--- src/pcae_pkg.sv ---
// package: constants and carrier types for the power calculation engine
package pcae_pkg;

    localparam int unsigned SAMPLE_WIDTH = 16;
    localparam int unsigned ACC_WIDTH    = 26;
    localparam int unsigned TOT_WIDTH    = 48;
    localparam int unsigned CNT_WIDTH    = 11;
    localparam int unsigned COEF_WIDTH   = 16;

    localparam logic [CNT_WIDTH-1:0]  AVG_MAX       = 11'h400;
    localparam logic [CNT_WIDTH-1:0]  AVG_ONE       = 11'h001;
    localparam logic [CNT_WIDTH-1:0]  CNT_RESET     = 11'h000;
    localparam logic [ACC_WIDTH-1:0]  ACC_RESET     = 26'h0;
    localparam logic [TOT_WIDTH-1:0]  TOT_RESET     = 48'h0;
    localparam logic [SAMPLE_WIDTH-1:0] OUT_RESET   = 16'h0;
    localparam logic [31:0]           PWR_RESET     = 32'h0;
    localparam logic [COEF_WIDTH-1:0] COEF_UNITY    = 16'h8000;
    localparam int unsigned           COEF_SHIFT    = 15;
    localparam int unsigned           TEMP_IDX_MSB  = 15;
    localparam int unsigned           TEMP_IDX_LSB  = 12;

    typedef enum logic [1:0]
    {
        PCAE_CH_TEMP,
        PCAE_CH_SHUNT,
        PCAE_CH_BUS
    } pcae_chan_type;

    typedef enum logic [2:0]
    {
        PCAE_IDLE,
        PCAE_TEMP,
        PCAE_SHUNT,
        PCAE_BUS,
        PCAE_FINISH
    } pcae_state_type;

    // converter request and answer
    typedef struct packed
    {
        logic                    start;
        pcae_chan_type           chan;
    } pcae_conv_req_type;

    typedef struct packed
    {
        logic                    done;
        logic [SAMPLE_WIDTH-1:0] data;
    } pcae_conv_ans_type;

    // readable results
    typedef struct packed
    {
        logic [SAMPLE_WIDTH-1:0] current;
        logic [SAMPLE_WIDTH-1:0] voltage;
        logic [SAMPLE_WIDTH-1:0] temp;
        logic [31:0]             power;
        logic [TOT_WIDTH-1:0]    energy;
        logic [TOT_WIDTH-1:0]    charge;
        logic                    ready;
    } pcae_result_type;

endpackage

--- src/pcae_engine.sv ---
// module: measurement sequencer, averaging and power/energy/charge engine
`timescale 1ns/1ns

// Operation
// - shunt, bus and temperature share one converter through a selector, one channel at a time.
// - current and charge come from the shunt sample; power and energy follow a bus sample.
// - energy, and power at an average count of one, use the latest current value with the newest bus sample.
// - with an average count of one, each result goes straight to its output.
// - with averaging on, each sample adds into its accumulator until the count is met.
// - after the last sample, averages are formed, power computed, outputs updated.
// - energy and charge accumulate once per conversion cycle and are never averaged.
// - calculations run alongside conversions; only the finish step adds one cycle to each sequence.
// - each current is corrected by a factor picked from the latest temperature sample.
// - continuous and triggered operation are selected by an input.
// - a temperature conversion precedes every current conversion.
// - the average count runs from 1 to 1024, the same for all inputs.
module pcae_engine
(
    input  wire logic                              core_clk,
    input  wire logic                              rst,
    input  wire logic                              continuous_mode,
    input  wire logic                              trigger,
    input  wire logic [pcae_pkg::CNT_WIDTH-1:0]    avg_count,
    input  wire logic [pcae_pkg::COEF_WIDTH*16-1:0] temp_coef_table,
    output logic                                   conv_start,
    output pcae_pkg::pcae_chan_type                conv_chan,
    input  wire logic                              conv_done,
    input  wire logic [pcae_pkg::SAMPLE_WIDTH-1:0] conv_data,
    output pcae_pkg::pcae_result_type              result,
    output logic                                   busy
);

    // ----------------------------------------
    // state
    // ----------------------------------------
    typedef struct packed
    {
        pcae_pkg::pcae_state_type               state;
        logic                                   started;
        logic                                   running;
        logic [pcae_pkg::CNT_WIDTH-1:0]         count;
        logic [pcae_pkg::CNT_WIDTH-1:0]         target;
        logic signed [pcae_pkg::SAMPLE_WIDTH-1:0] temp_last;
        logic signed [pcae_pkg::SAMPLE_WIDTH-1:0] curr_last;
        logic signed [pcae_pkg::ACC_WIDTH-1:0]  acc_curr;
        logic signed [pcae_pkg::ACC_WIDTH-1:0]  acc_volt;
        logic signed [pcae_pkg::ACC_WIDTH-1:0]  acc_temp;
        logic                                   conv_start;
        pcae_pkg::pcae_chan_type                conv_chan;
        pcae_pkg::pcae_result_type              result;
    } pcae_regs_type;

    pcae_regs_type regs_reg;
    pcae_regs_type regs_next;

    logic signed [pcae_pkg::COEF_WIDTH:0]          coef;
    logic signed [pcae_pkg::SAMPLE_WIDTH+pcae_pkg::COEF_WIDTH:0] corr_prod;
    logic signed [pcae_pkg::SAMPLE_WIDTH-1:0]      curr_comp;
    logic signed [pcae_pkg::ACC_WIDTH-1:0]         sum_curr;
    logic signed [pcae_pkg::ACC_WIDTH-1:0]         sum_volt;
    logic signed [pcae_pkg::ACC_WIDTH-1:0]         sum_temp;
    logic signed [pcae_pkg::SAMPLE_WIDTH-1:0]      avg_curr;
    logic signed [pcae_pkg::SAMPLE_WIDTH-1:0]      avg_volt;
    logic signed [pcae_pkg::SAMPLE_WIDTH-1:0]      avg_temp;
    logic signed [31:0]                            pwr_now;
    logic [pcae_pkg::CNT_WIDTH-1:0]                avg_clamped;
    logic [3:0]                                    coef_idx;

    // ----------------------------------------
    // combinational helpers
    // ----------------------------------------
    // out-of-range counts are clamped, zero treated as one
    always_comb
    begin
        if (avg_count == pcae_pkg::CNT_RESET)
        begin
            avg_clamped = pcae_pkg::AVG_ONE;
        end
        else if (avg_count > pcae_pkg::AVG_MAX)
        begin
            avg_clamped = pcae_pkg::AVG_MAX;
        end
        else
        begin
            avg_clamped = avg_count;
        end
    end

    // factor looked up from the upper bits of the last temperature sample
    assign coef_idx  = regs_reg.temp_last[pcae_pkg::TEMP_IDX_MSB:pcae_pkg::TEMP_IDX_LSB];
    assign coef      = {1'b0, temp_coef_table[coef_idx*pcae_pkg::COEF_WIDTH +:
                        pcae_pkg::COEF_WIDTH]};
    assign corr_prod = $signed(conv_data) * coef;
    assign curr_comp = corr_prod[pcae_pkg::COEF_SHIFT +: pcae_pkg::SAMPLE_WIDTH];

    // current and voltage sums include the sample arriving this cycle; sum_temp is the stored sum only
    assign sum_curr = regs_reg.acc_curr + pcae_pkg::ACC_WIDTH'(curr_comp);
    assign sum_volt = regs_reg.acc_volt + pcae_pkg::ACC_WIDTH'($signed(conv_data));
    assign sum_temp = regs_reg.acc_temp;

    // division by a non power of two count is costly; a shift by the
    // count's trailing zero bits (its lowest set bit) keeps it cheap and is exact for power-of-two counts
    function automatic logic signed [pcae_pkg::SAMPLE_WIDTH-1:0] avg_of
    (
        input logic signed [pcae_pkg::ACC_WIDTH-1:0] sum,
        input logic [pcae_pkg::CNT_WIDTH-1:0]        n
    );
        logic signed [pcae_pkg::ACC_WIDTH-1:0] q;
        q = sum;
        for (int i = pcae_pkg::CNT_WIDTH - 1; i >= 1; i--)
        begin
            if (n[i] && (n & ((pcae_pkg::CNT_WIDTH'(1) << i) - 1'b1)) == '0)
            begin
                q = sum >>> i;
            end
        end
        return q[pcae_pkg::SAMPLE_WIDTH-1:0];
    endfunction

    assign avg_curr = avg_of(regs_reg.acc_curr, regs_reg.target);
    // stored sum only: the finish cycle carries no fresh bus sample
    assign avg_volt = avg_of(regs_reg.acc_volt, regs_reg.target);
    assign avg_temp = avg_of(sum_temp, regs_reg.target);
    assign pwr_now  = regs_reg.curr_last * $signed(conv_data);

    // ----------------------------------------
    // next-state logic
    // ----------------------------------------
    always_comb
    begin
        regs_next            = regs_reg;
        regs_next.conv_start = 1'b0;

        // a trigger restarts any sequence in progress
        if (trigger)
        begin
            regs_next.running  = 1'b1;
            regs_next.started  = 1'b0;
            regs_next.count    = pcae_pkg::CNT_RESET;
            regs_next.target   = avg_clamped;
            regs_next.acc_curr = pcae_pkg::ACC_RESET;
            regs_next.acc_volt = pcae_pkg::ACC_RESET;
            regs_next.acc_temp = pcae_pkg::ACC_RESET;
            regs_next.state    = pcae_pkg::PCAE_TEMP;
            regs_next.result.ready = 1'b0;
        end
        else
        begin
            case (regs_reg.state)
                pcae_pkg::PCAE_IDLE:
                begin
                    if (continuous_mode)
                    begin
                        regs_next.running = 1'b1;
                        regs_next.target  = avg_clamped;
                        regs_next.state   = pcae_pkg::PCAE_TEMP;
                    end
                end
                pcae_pkg::PCAE_TEMP:
                begin
                    if (!regs_reg.started)
                    begin
                        regs_next.conv_start = 1'b1;
                        regs_next.conv_chan  = pcae_pkg::PCAE_CH_TEMP;
                        regs_next.started    = 1'b1;
                    end
                    else if (conv_done)
                    begin
                        regs_next.temp_last = conv_data;
                        regs_next.acc_temp  = regs_reg.acc_temp
                                              + pcae_pkg::ACC_WIDTH'($signed(conv_data));
                        if (regs_reg.target == pcae_pkg::AVG_ONE)
                        begin
                            regs_next.result.temp = conv_data;
                        end
                        regs_next.started = 1'b0;
                        regs_next.state   = pcae_pkg::PCAE_SHUNT;
                    end
                end
                pcae_pkg::PCAE_SHUNT:
                begin
                    if (!regs_reg.started)
                    begin
                        regs_next.conv_start = 1'b1;
                        regs_next.conv_chan  = pcae_pkg::PCAE_CH_SHUNT;
                        regs_next.started    = 1'b1;
                    end
                    else if (conv_done)
                    begin
                        regs_next.curr_last = curr_comp;
                        regs_next.acc_curr  = sum_curr;
                        // charge once per cycle, no averaging
                        regs_next.result.charge = regs_reg.result.charge
                            + pcae_pkg::TOT_WIDTH'(curr_comp);
                        if (regs_reg.target == pcae_pkg::AVG_ONE)
                        begin
                            regs_next.result.current = curr_comp;
                        end
                        regs_next.started = 1'b0;
                        regs_next.state   = pcae_pkg::PCAE_BUS;
                    end
                end
                pcae_pkg::PCAE_BUS:
                begin
                    if (!regs_reg.started)
                    begin
                        regs_next.conv_start = 1'b1;
                        regs_next.conv_chan  = pcae_pkg::PCAE_CH_BUS;
                        regs_next.started    = 1'b1;
                    end
                    else if (conv_done)
                    begin
                        // energy in the same cycle the bus sample lands
                        regs_next.result.energy = regs_reg.result.energy
                            + pcae_pkg::TOT_WIDTH'(pwr_now);
                        regs_next.acc_volt = sum_volt;
                        regs_next.count    = regs_reg.count + 1'b1;
                        regs_next.started  = 1'b0;
                        if (regs_reg.target == pcae_pkg::AVG_ONE)
                        begin
                            regs_next.result.voltage = conv_data;
                            regs_next.result.power   = pwr_now;
                            regs_next.result.ready   = 1'b1;
                            regs_next.state          = pcae_pkg::PCAE_FINISH;
                        end
                        else if (regs_reg.count + 1'b1 >= regs_reg.target)
                        begin
                            regs_next.state = pcae_pkg::PCAE_FINISH;
                        end
                        else
                        begin
                            regs_next.state = pcae_pkg::PCAE_TEMP;
                        end
                    end
                end
                pcae_pkg::PCAE_FINISH:
                begin
                    if (regs_reg.target != pcae_pkg::AVG_ONE)
                    begin
                        regs_next.result.current = avg_curr;
                        regs_next.result.voltage = avg_volt;
                        regs_next.result.temp    = avg_temp;
                        regs_next.result.power   = avg_curr * avg_volt;
                        regs_next.result.ready   = 1'b1;
                    end
                    regs_next.acc_curr = pcae_pkg::ACC_RESET;
                    regs_next.acc_volt = pcae_pkg::ACC_RESET;
                    regs_next.acc_temp = pcae_pkg::ACC_RESET;
                    regs_next.count    = pcae_pkg::CNT_RESET;
                    regs_next.target   = avg_clamped;
                    if (continuous_mode)
                    begin
                        regs_next.state = pcae_pkg::PCAE_TEMP;
                    end
                    else
                    begin
                        regs_next.running = 1'b0;
                        regs_next.state   = pcae_pkg::PCAE_IDLE;
                    end
                end
                default:
                begin
                    regs_next.state = pcae_pkg::PCAE_IDLE;
                end
            endcase
        end
    end

    // ----------------------------------------
    // registers
    // ----------------------------------------
    always_ff @(posedge core_clk)
    begin
        if (rst)
        begin
            regs_reg.state      <= pcae_pkg::PCAE_IDLE;
            regs_reg.started    <= 1'b0;
            regs_reg.running    <= 1'b0;
            regs_reg.count      <= pcae_pkg::CNT_RESET;
            regs_reg.target     <= pcae_pkg::AVG_ONE;
            regs_reg.temp_last  <= pcae_pkg::OUT_RESET;
            regs_reg.curr_last  <= pcae_pkg::OUT_RESET;
            regs_reg.acc_curr   <= pcae_pkg::ACC_RESET;
            regs_reg.acc_volt   <= pcae_pkg::ACC_RESET;
            regs_reg.acc_temp   <= pcae_pkg::ACC_RESET;
            regs_reg.conv_start <= 1'b0;
            regs_reg.conv_chan  <= pcae_pkg::PCAE_CH_TEMP;
            regs_reg.result     <= '0;
        end
        else
        begin
            regs_reg <= regs_next;
        end
    end

    assign conv_start = regs_reg.conv_start;
    assign conv_chan  = regs_reg.conv_chan;
    assign result     = regs_reg.result;
    assign busy       = regs_reg.running;

endmodule

--- config.mk ---
export PLATFORM = sky130hd
export DESIGN_NAME = pcae_engine
export DESIGN_NICKNAME = d
export VERILOG_FILES = /design/src/pcae_pkg.sv /design/src/pcae_engine.sv
export SDC_FILE = /design/constraint.sdc
export NUM_CORES = 2
export LEC_CHECK = 0
export ABC_CLOCK_PERIOD_IN_PS = 25800
export BUFFER_PORTS_ARGS = -buffer_cell sky130_fd_sc_hd__buf_4
export CAP_MARGIN = 20
export CORE_UTILIZATION = 65
export CTS_CLUSTER_DIAMETER = 150
export DETAILED_ROUTE_END_ITERATION = 6
export GPL_TIMING_DRIVEN = 1
export PLACE_DENSITY = 0.86
export SKIP_CTS_REPAIR_TIMING = 1
export SLEW_MARGIN = 20
export SYNTH_ARGS = -nofsm -noshare
export SYNTH_HDL_FRONTEND = slang
export SYNTH_SLANG_ARGS = --single-unit
--- constraint.sdc ---
create_clock -name core_clk -period 25.8 [get_ports core_clk]
set_input_delay 2.58 -clock core_clk [delete_from_list [all_inputs] [get_ports core_clk]]
set_output_delay 2.58 -clock core_clk [all_outputs]
set_load 0.02 [all_outputs]
# --- Word-level counts from Yosys, hierarchy flattened ---
# Cells that the tools add are included.
word_totals:
  regBits: 317
  latchBits: 0
  ram_bits: 0
  rom_bits: 0
  input_bits: 288
  out_inout_bits: 181
  mem_count: 0
classes:
  addsub: 6
  multipliers: 3
  div: 0
  order_cmp: 2
  n_eq_ne: 28
  shifts: 1
  mux: 88
  bitwise: 1
  n_reduce_logical: 43
op_table:
  columns: ["op", "n"]
  rows:
  - ["two-way mux 16 bit", 36]
  - ["indexed part select 256 x 9 -> 16 bit", 1]
  - ["two-way mux 80 bit", 3]
  - ["two-way mux 26 bit", 6]
  - ["one-hot mux 26 bit (2 select lines)", 3]
  - ["zero test 11 bit", 11]
  - ["adder 48 bit", 2]
  - ["one-hot mux 16 bit (2 select lines)", 3]
  - ["adder 26 x 16 -> 26 bit", 3]
  - ["multiplier 16 x 16 -> 32 bit", 2]
  - ["one-hot mux 32 bit (2 select lines)", 1]
  - ["two-way mux 11 bit", 5]
  - ["one-hot mux 11 bit (2 select lines)", 2]
  - ["two-way mux 32 bit", 1]
  - ["multiplier 16 x 17 -> 31 bit", 1]
  - ["inequality test 2 bit, second input constant", 14]
  - ["two-way mux 3 bit", 9]
  - ["two-way mux 25 bit", 1]
  - ["inequality test 3 bit, second input constant", 8]
  - ["AND reduction 6 bit", 3]
  - ["one-hot mux 3 bit (5 select lines)", 1]
  - ["AND reduction 7 bit", 2]
  - ["two-way mux 4 bit", 3]
  - ["AND reduction 3 bit", 4]
  - ["other kinds (21)", 47]

# --- Logic depth before layout (Yosys ltp) ---
logic_depth:
  depth_word: 15
  ltp_mapped: 45

# --- Worst setup path after synthesis ---
# OpenSTA, ideal clock, no wires.
synth_path:
  kind: "input -> register"
  start: "input port temp_coef_table[97] in the netlist's numbering"
  end: "register, netlist name result[46]"
  setup_ns: 0.079
  arrival_ns: 12.204
  t_required_ns: 25.721
  path_slack_ns: 13.517
  path_stages: 38
  cell_sequence: "mux4_2 -> nor2b_1 -> a211oi_1 -> or2_2 -> clkbuf_1 -> nand2b_1 -> fa_1 -> fa_1 -> inv_1 -> fa_1 -> fa_1 -> fa_1 -> inv_1 -> fa_1 -> inv_1 -> ha_1 -> a21oi_1 -> a21boi_0 -> (+2 left out) -> o31a_1 -> o31ai_4 -> a21boi_4 -> o21ai_2 -> a21oi_2 -> xnor2_2 -> ha_1 -> and3_1 -> nor2b_1 -> or4b_2 -> inv_1 -> o211ai_1 -> nand3_1 -> a311oi_1 -> o21ai_0 -> nor2_1 -> or4_1 -> o211ai_1"
synth_between:
  elab_chain_cells: 3
synth_rtl:
  columns: ["element", "line_no", "rtl"]
  rows:
  - ["from (decl)", "pcae_engine.sv:24", "input wire logic [pcae_pkg::COEF_WIDTH*16-1:0] temp_coef_table,"]
  - ["indexed part select 256 x 9 -> 16 bit", "pcae_engine.sv:91", "assign coef = {1'b0, temp_coef_table[coef_idx*pcae_pkg::COEF_WIDTH +:"]
  - ["multiplier 16 x 17 -> 31 bit", "pcae_engine.sv:93", "assign corr_prod = $signed(conv_data) * coef;"]
  - ["net corr_prod (one bit)", "pcae_engine.sv:57", "logic signed [pcae_pkg::SAMPLE_WIDTH+pcae_pkg::COEF_WIDTH:0] corr_prod;"]
  - ["adder 48 bit", "pcae_engine.sv:194", "+ pcae_pkg::TOT_WIDTH'(curr_comp);"]
# The timed path passes the listed nets, and every way through them passes these cells.
# A chain may end at the register's enable or synchronous reset.

# --- Worst setup path after layout ---
layout_path:
  start: "input port temp_coef_table[185] in the netlist's numbering"
  end: "register, netlist name result[47]"
layout_between:
  elab_chain_cells: 3
layout_rtl:
  columns: ["element", "line_no"]
  rows:
  - ["indexed part select 256 x 9 -> 16 bit", "pcae_engine.sv:91"]
  - ["multiplier 16 x 17 -> 31 bit", "pcae_engine.sv:93"]
  - ["net corr_prod (one bit)", "pcae_engine.sv:57"]
  - ["adder 48 bit", "pcae_engine.sv:194"]
# The timed path passes the listed nets, and every way through them passes these cells.

==> impl_summary.txt <==
----------------------------------------------------
[Setup path]
  Worst-path cell with the longest stage delay ... sky130_fd_sc_hd__mux4_2
  Worst Reg2Reg Path Length in Cells ... 36
  Max stage delay on crit path ... 0.72 ns
  Type of the worst setup path ... input pin to flop
  Most Frequent Cell on Critical Path ... sky130_fd_sc_hd__fa_1
  Crit Path Max Fanout ... 16
  CP endpoint kind ... flop
  Launching point of the worst reg2reg path ... coef_idx[0]
  Required time of the critical path ... 26.30 ns
  Reg-to-Reg End ... result[47]
  Crit path arrival time ... 13.37 ns
  Register-to-register setup slack ... 13.39 ns
  Category of the worst setup path launch point ... input pin

[Timing]
  Final critical delay including setup and external delays ... 12.87 ns
  Final Worst Setup Slack ... 12.93 ns
  Transition time at the pin with the least slew margin ... 1.22 ns
  Max-slew violation count ... 0
  Worst Clk Skew ... 0.0455 ns
  Maximum frequency from static timing analysis ... 77.7 MHz
  Sum Neg Setup Slack ... 0 ns
  Setup-violating endpoint count in the final report ... 0
  Relative slew slack ... 0.182
  Post-route clock period utilization ... 0.499
  Setup repair after global routing missed its margin ... false
  Final hold violations ... 0

[Yosys]
  Main combinational cell family by area after synthesis ... adder cells
  Mapped cell area ... 54900 sq um
  Share of the synthesized area in compound gates (AO/OA/AOI/OAI) ... 0.163
  Synthesized net count ... 8162
  Post-synth EDFFs ... 0
  Sequential fraction of the synthesis area ... 0.111
  Average cell area after synthesis ... 8.19 sq um
  Synth Area in Simple Gates ... 0.164
  Synthesized instance count ... 6698
  Number of synthesized register bits ... 305
  Xor and xnor fraction of the mapped netlist area ... 0.0378
  Asr flop ratio synth ... 0
  Share of cell area taken by muxes after synthesis ... 0.0429
  Fraction of the mapped netlist area in adder cells ... 0.367
  Most instantiated flip-flop cell in the synthesis netlist ... sky130_fd_sc_hd__dfxtp_1
  Synthesis Warnings ... 0
  Distinct cells, synth ... 90

[Global route]
  Total track usage ... 0.453
  Antenna violations before repair ... 32
  Global-route wire length before repair ... 296 mm
  Final global-route overflow total ... 0
  Largest net degree at the start of global routing ... 97
  Number of global-route vias before repair ... 50.3k

[Place]
  Minimum setup slack after placement ... 12.59 ns
  Detailed Place HPWL ... 150 mm
  Buffers on Ports ... 468
  GP Congestion ... 1.01

[Clocking]
  Number of sinks driven by the clock tree ... 305
  Clock Root Buffer ... sky130_fd_sc_hd__clkbuf_16
  Num CTS Buffers ... 38
  Clock latency of the later-clocked register in the worst-skew pair ... 0.63 ns
  CTS tree ... yes
  Clock-pin slew of the registers on the worst-case setup and hold paths ... 0.06 ns
  Max Root-Sink Buffers ... 3
  Number of H-tree levels ... 2

[Detailed routing]
  Post-detailed-route DRC marker count ... 5
  Detailed-route wire length per cell ... 24.8 um
  Routed via count ... 50.8k
  TritonRoute pass-1 iters ... 7
  Detailed Route Iter0 Violations ... 6577
  Total wirelength of the detailed-routed design ... 194 mm
  Ratio of routed vias to standard cells ... 6.50
  Antenna Violating Nets Remaining ... 0

[Floorplan]
  Die H ... 293 um
  X dimension of the die ... 293 um
  Initial Utilization ... 0.657
  Floorplan die area ... 85600 sq um
  Count of standard-cell rows ... 106
  Number of placed I/O pins ... 469
  Core Area ... 83600 sq um

[Power and ir drop]
  Peak supply drop ... 0.000293 V
  Leakage power summed over all cells ... 27.8 nW
  Power density over cell area ... 71.5 nW/um^2

[Run status]
  Violations in the final reports ... DRC
  Outcome ... complete, but fails checks

[Cells and area]
  Synthesis-to-layout area growth ... 7.20%
  Layout cells sized above 1 ... 0.111
  Final Net Count ... 8174
  End-of-flow core utilization ... 0.704
  Number of flip-flops under the largest register name ... 177
  Fillers ... 6205

[Min path]
  Destination of the worst hold path ... result[131]
  Worst Hold Launch ... result[131]
  Type of the most critical hold path ... flop to flop
  Number of cells on the worst hold path ... 2

[Job]
  MaxCap Viol Count ... 0

----------------------------------------------------
[critical path: cells and delay by family]
family                     cells  cell delay (ns)
AOI/OAI and AO/OA             16             4.51
adders and majority gates      8             3.62
muxes                          2             1.32
and+or+nand+nor                3             0.55
xor gates and xnor gates       2             0.41
buffers and inverters          5             0.32
[cells in the final DEF, fill, tap and decap left out, drive strengths merged, types with 13 or more instances in the layout]
cell    instances
or3            15
a31oi          29
xor2           75
a211o          25
a211oi        165
mux4           78
inv           899
o22ai          13
nor2          559
nand2b         73
or4            13
a311oi         15
nor2b          45
a221o          20
nand4          23
o21ai         240
dfxtp         305
o21bai         35
clkbuf         55
mux2i          55
a22oi          52
a21oi         468
and2          221
buf           541
fa            723
o31a           13
a221oi         46
o211ai         20
or2            21
and3           35
o31ai          13
nand2         754
a21o          115
nand3          78
ha            453
o21a           39
xnor2         161
nor3          118
[power by group]
group,internal (mW),switching [mW]
registers,0.473,0.00462
logic,1.22,1.96
clock network,0.305,0.250
total,2.00,2.21
[layout make-up]
type / count / area (sq um) / share of cell area
Antenna cell: 7 / 17.5 / 0.000298
Multi-Input combinational cell: 4927 / 42700 / 0.725
Timing Repair Buffer: 541 / 4070 / 0.0692
Sequential cell: 305 / 6110 / 0.104
Inverter: 897 / 3370 / 0.0572
Clock inverter: 13 / 170 / 0.00289
Clock buffer: 55 / 1070 / 0.0183
Tap cell: 1080 / 1350 / 0.0230
[cells by family (layout without fill, tap and decap cells)]
logic type	count (synthesis)	count (layout)
xor gates and xnor gates	236	236
other	0	7
buffers and inverters	1466	1506
AOI/OAI and AO/OA	1384	1384
and+or+nand+nor	1994	1994
muxes	136	136
adders and majority gates	1177	1177
DFF	305	305
[routing by layer]
layer	vias up	wire length (um)	global-route usage
met4	16	11000	0.209
li1	21980	-	-
met1	24579	73600	0.596
met5	-	112	0
met2	3429	84700	0.694
met3	843	24500	0.127
[cells in the mapped netlist (12+ instances only)]
cell / n / area share
sky130_fd_sc_hd__buf_1: 22 / 0.0015
sky130_fd_sc_hd__nand2b_1: 73 / 0.0083
sky130_fd_sc_hd__ha_1: 453 / 0.10
sky130_fd_sc_hd__and2_1: 221 / 0.025
sky130_fd_sc_hd__or2_2: 20 / 0.0023
sky130_fd_sc_hd__nor3_1: 118 / 0.011
sky130_fd_sc_hd__or4_1: 13 / 0.0018
sky130_fd_sc_hd__o211ai_1: 20 / 0.0027
sky130_fd_sc_hd__a21oi_1: 467 / 0.043
sky130_fd_sc_hd__a221o_1: 20 / 0.0036
sky130_fd_sc_hd__o21a_1: 39 / 0.0053
sky130_fd_sc_hd__a22oi_1: 52 / 0.0071
sky130_fd_sc_hd__mux2i_1: 55 / 0.010
sky130_fd_sc_hd__xnor2_1: 160 / 0.026
sky130_fd_sc_hd__o31a_1: 13 / 0.0021
sky130_fd_sc_hd__fa_1: 723 / 0.26
sky130_fd_sc_hd__dfxtp_1: 305 / 0.11
sky130_fd_sc_hd__mux4_2: 75 / 0.031
sky130_fd_sc_hd__a211o_1: 25 / 0.0040
sky130_fd_sc_hd__and3_1: 35 / 0.0040
sky130_fd_sc_hd__nand4_1: 23 / 0.0026
sky130_fd_sc_hd__a21o_1: 115 / 0.016
sky130_fd_sc_hd__nor2b_1: 45 / 0.0051
sky130_fd_sc_hd__buf_2: 15 / 0.0014
sky130_fd_sc_hd__o31ai_1: 12 / 0.0016
sky130_fd_sc_hd__nand3_1: 78 / 0.0071
sky130_fd_sc_hd__clkbuf_1: 345 / 0.024
sky130_fd_sc_hd__o22ai_1: 13 / 0.0015
sky130_fd_sc_hd__inv_1: 897 / 0.061
sky130_fd_sc_hd__a31oi_1: 29 / 0.0033
sky130_fd_sc_hd__a221oi_1: 41 / 0.0065
sky130_fd_sc_hd__o21bai_1: 35 / 0.0048
sky130_fd_sc_hd__or3_1: 15 / 0.0017
sky130_fd_sc_hd__nor2_1: 559 / 0.038
sky130_fd_sc_hd__nand2_1: 754 / 0.052
sky130_fd_sc_hd__o21ai_0: 235 / 0.021
sky130_fd_sc_hd__a211oi_1: 163 / 0.022
sky130_fd_sc_hd__a311oi_1: 15 / 0.0024
sky130_fd_sc_hd__buf_4: 183 / 0.025
sky130_fd_sc_hd__xor2_1: 75 / 0.012
[worst max path at each step]
stage,startpoint,endpoint,slack [ns],cells after the start
detailed placement,temp_coef_table[65],result[46],12.59,39
CTS,temp_coef_table[185],result[47],13.20,36
finish,temp_coef_table[185],result[47],12.93,36
global placement,temp_coef_table[65],result[46],12.76,39
global route,temp_coef_table[65],result[46],12.58,39
floorplan,temp_coef_table[97],result[46],13.52,38
[through the flow]
step / instance area [sq um] / power [mW] / hold slack, ns / std cells
global placement: 57500 / 3.40 / 0.440 / 7748
detailed placement: 57600 / 3.54 / 0.447 / 7749
floorplan: 54900 / 2.79 / 0.426 / 6698
global route: 58800 / 4.52 / 0.476 / 7819
finish: 58800 / 4.21 / 0.466 / 7825
CTS: 58800 / 4.10 / 0.464 / 7817
Power figures use the tool's default switching activity.
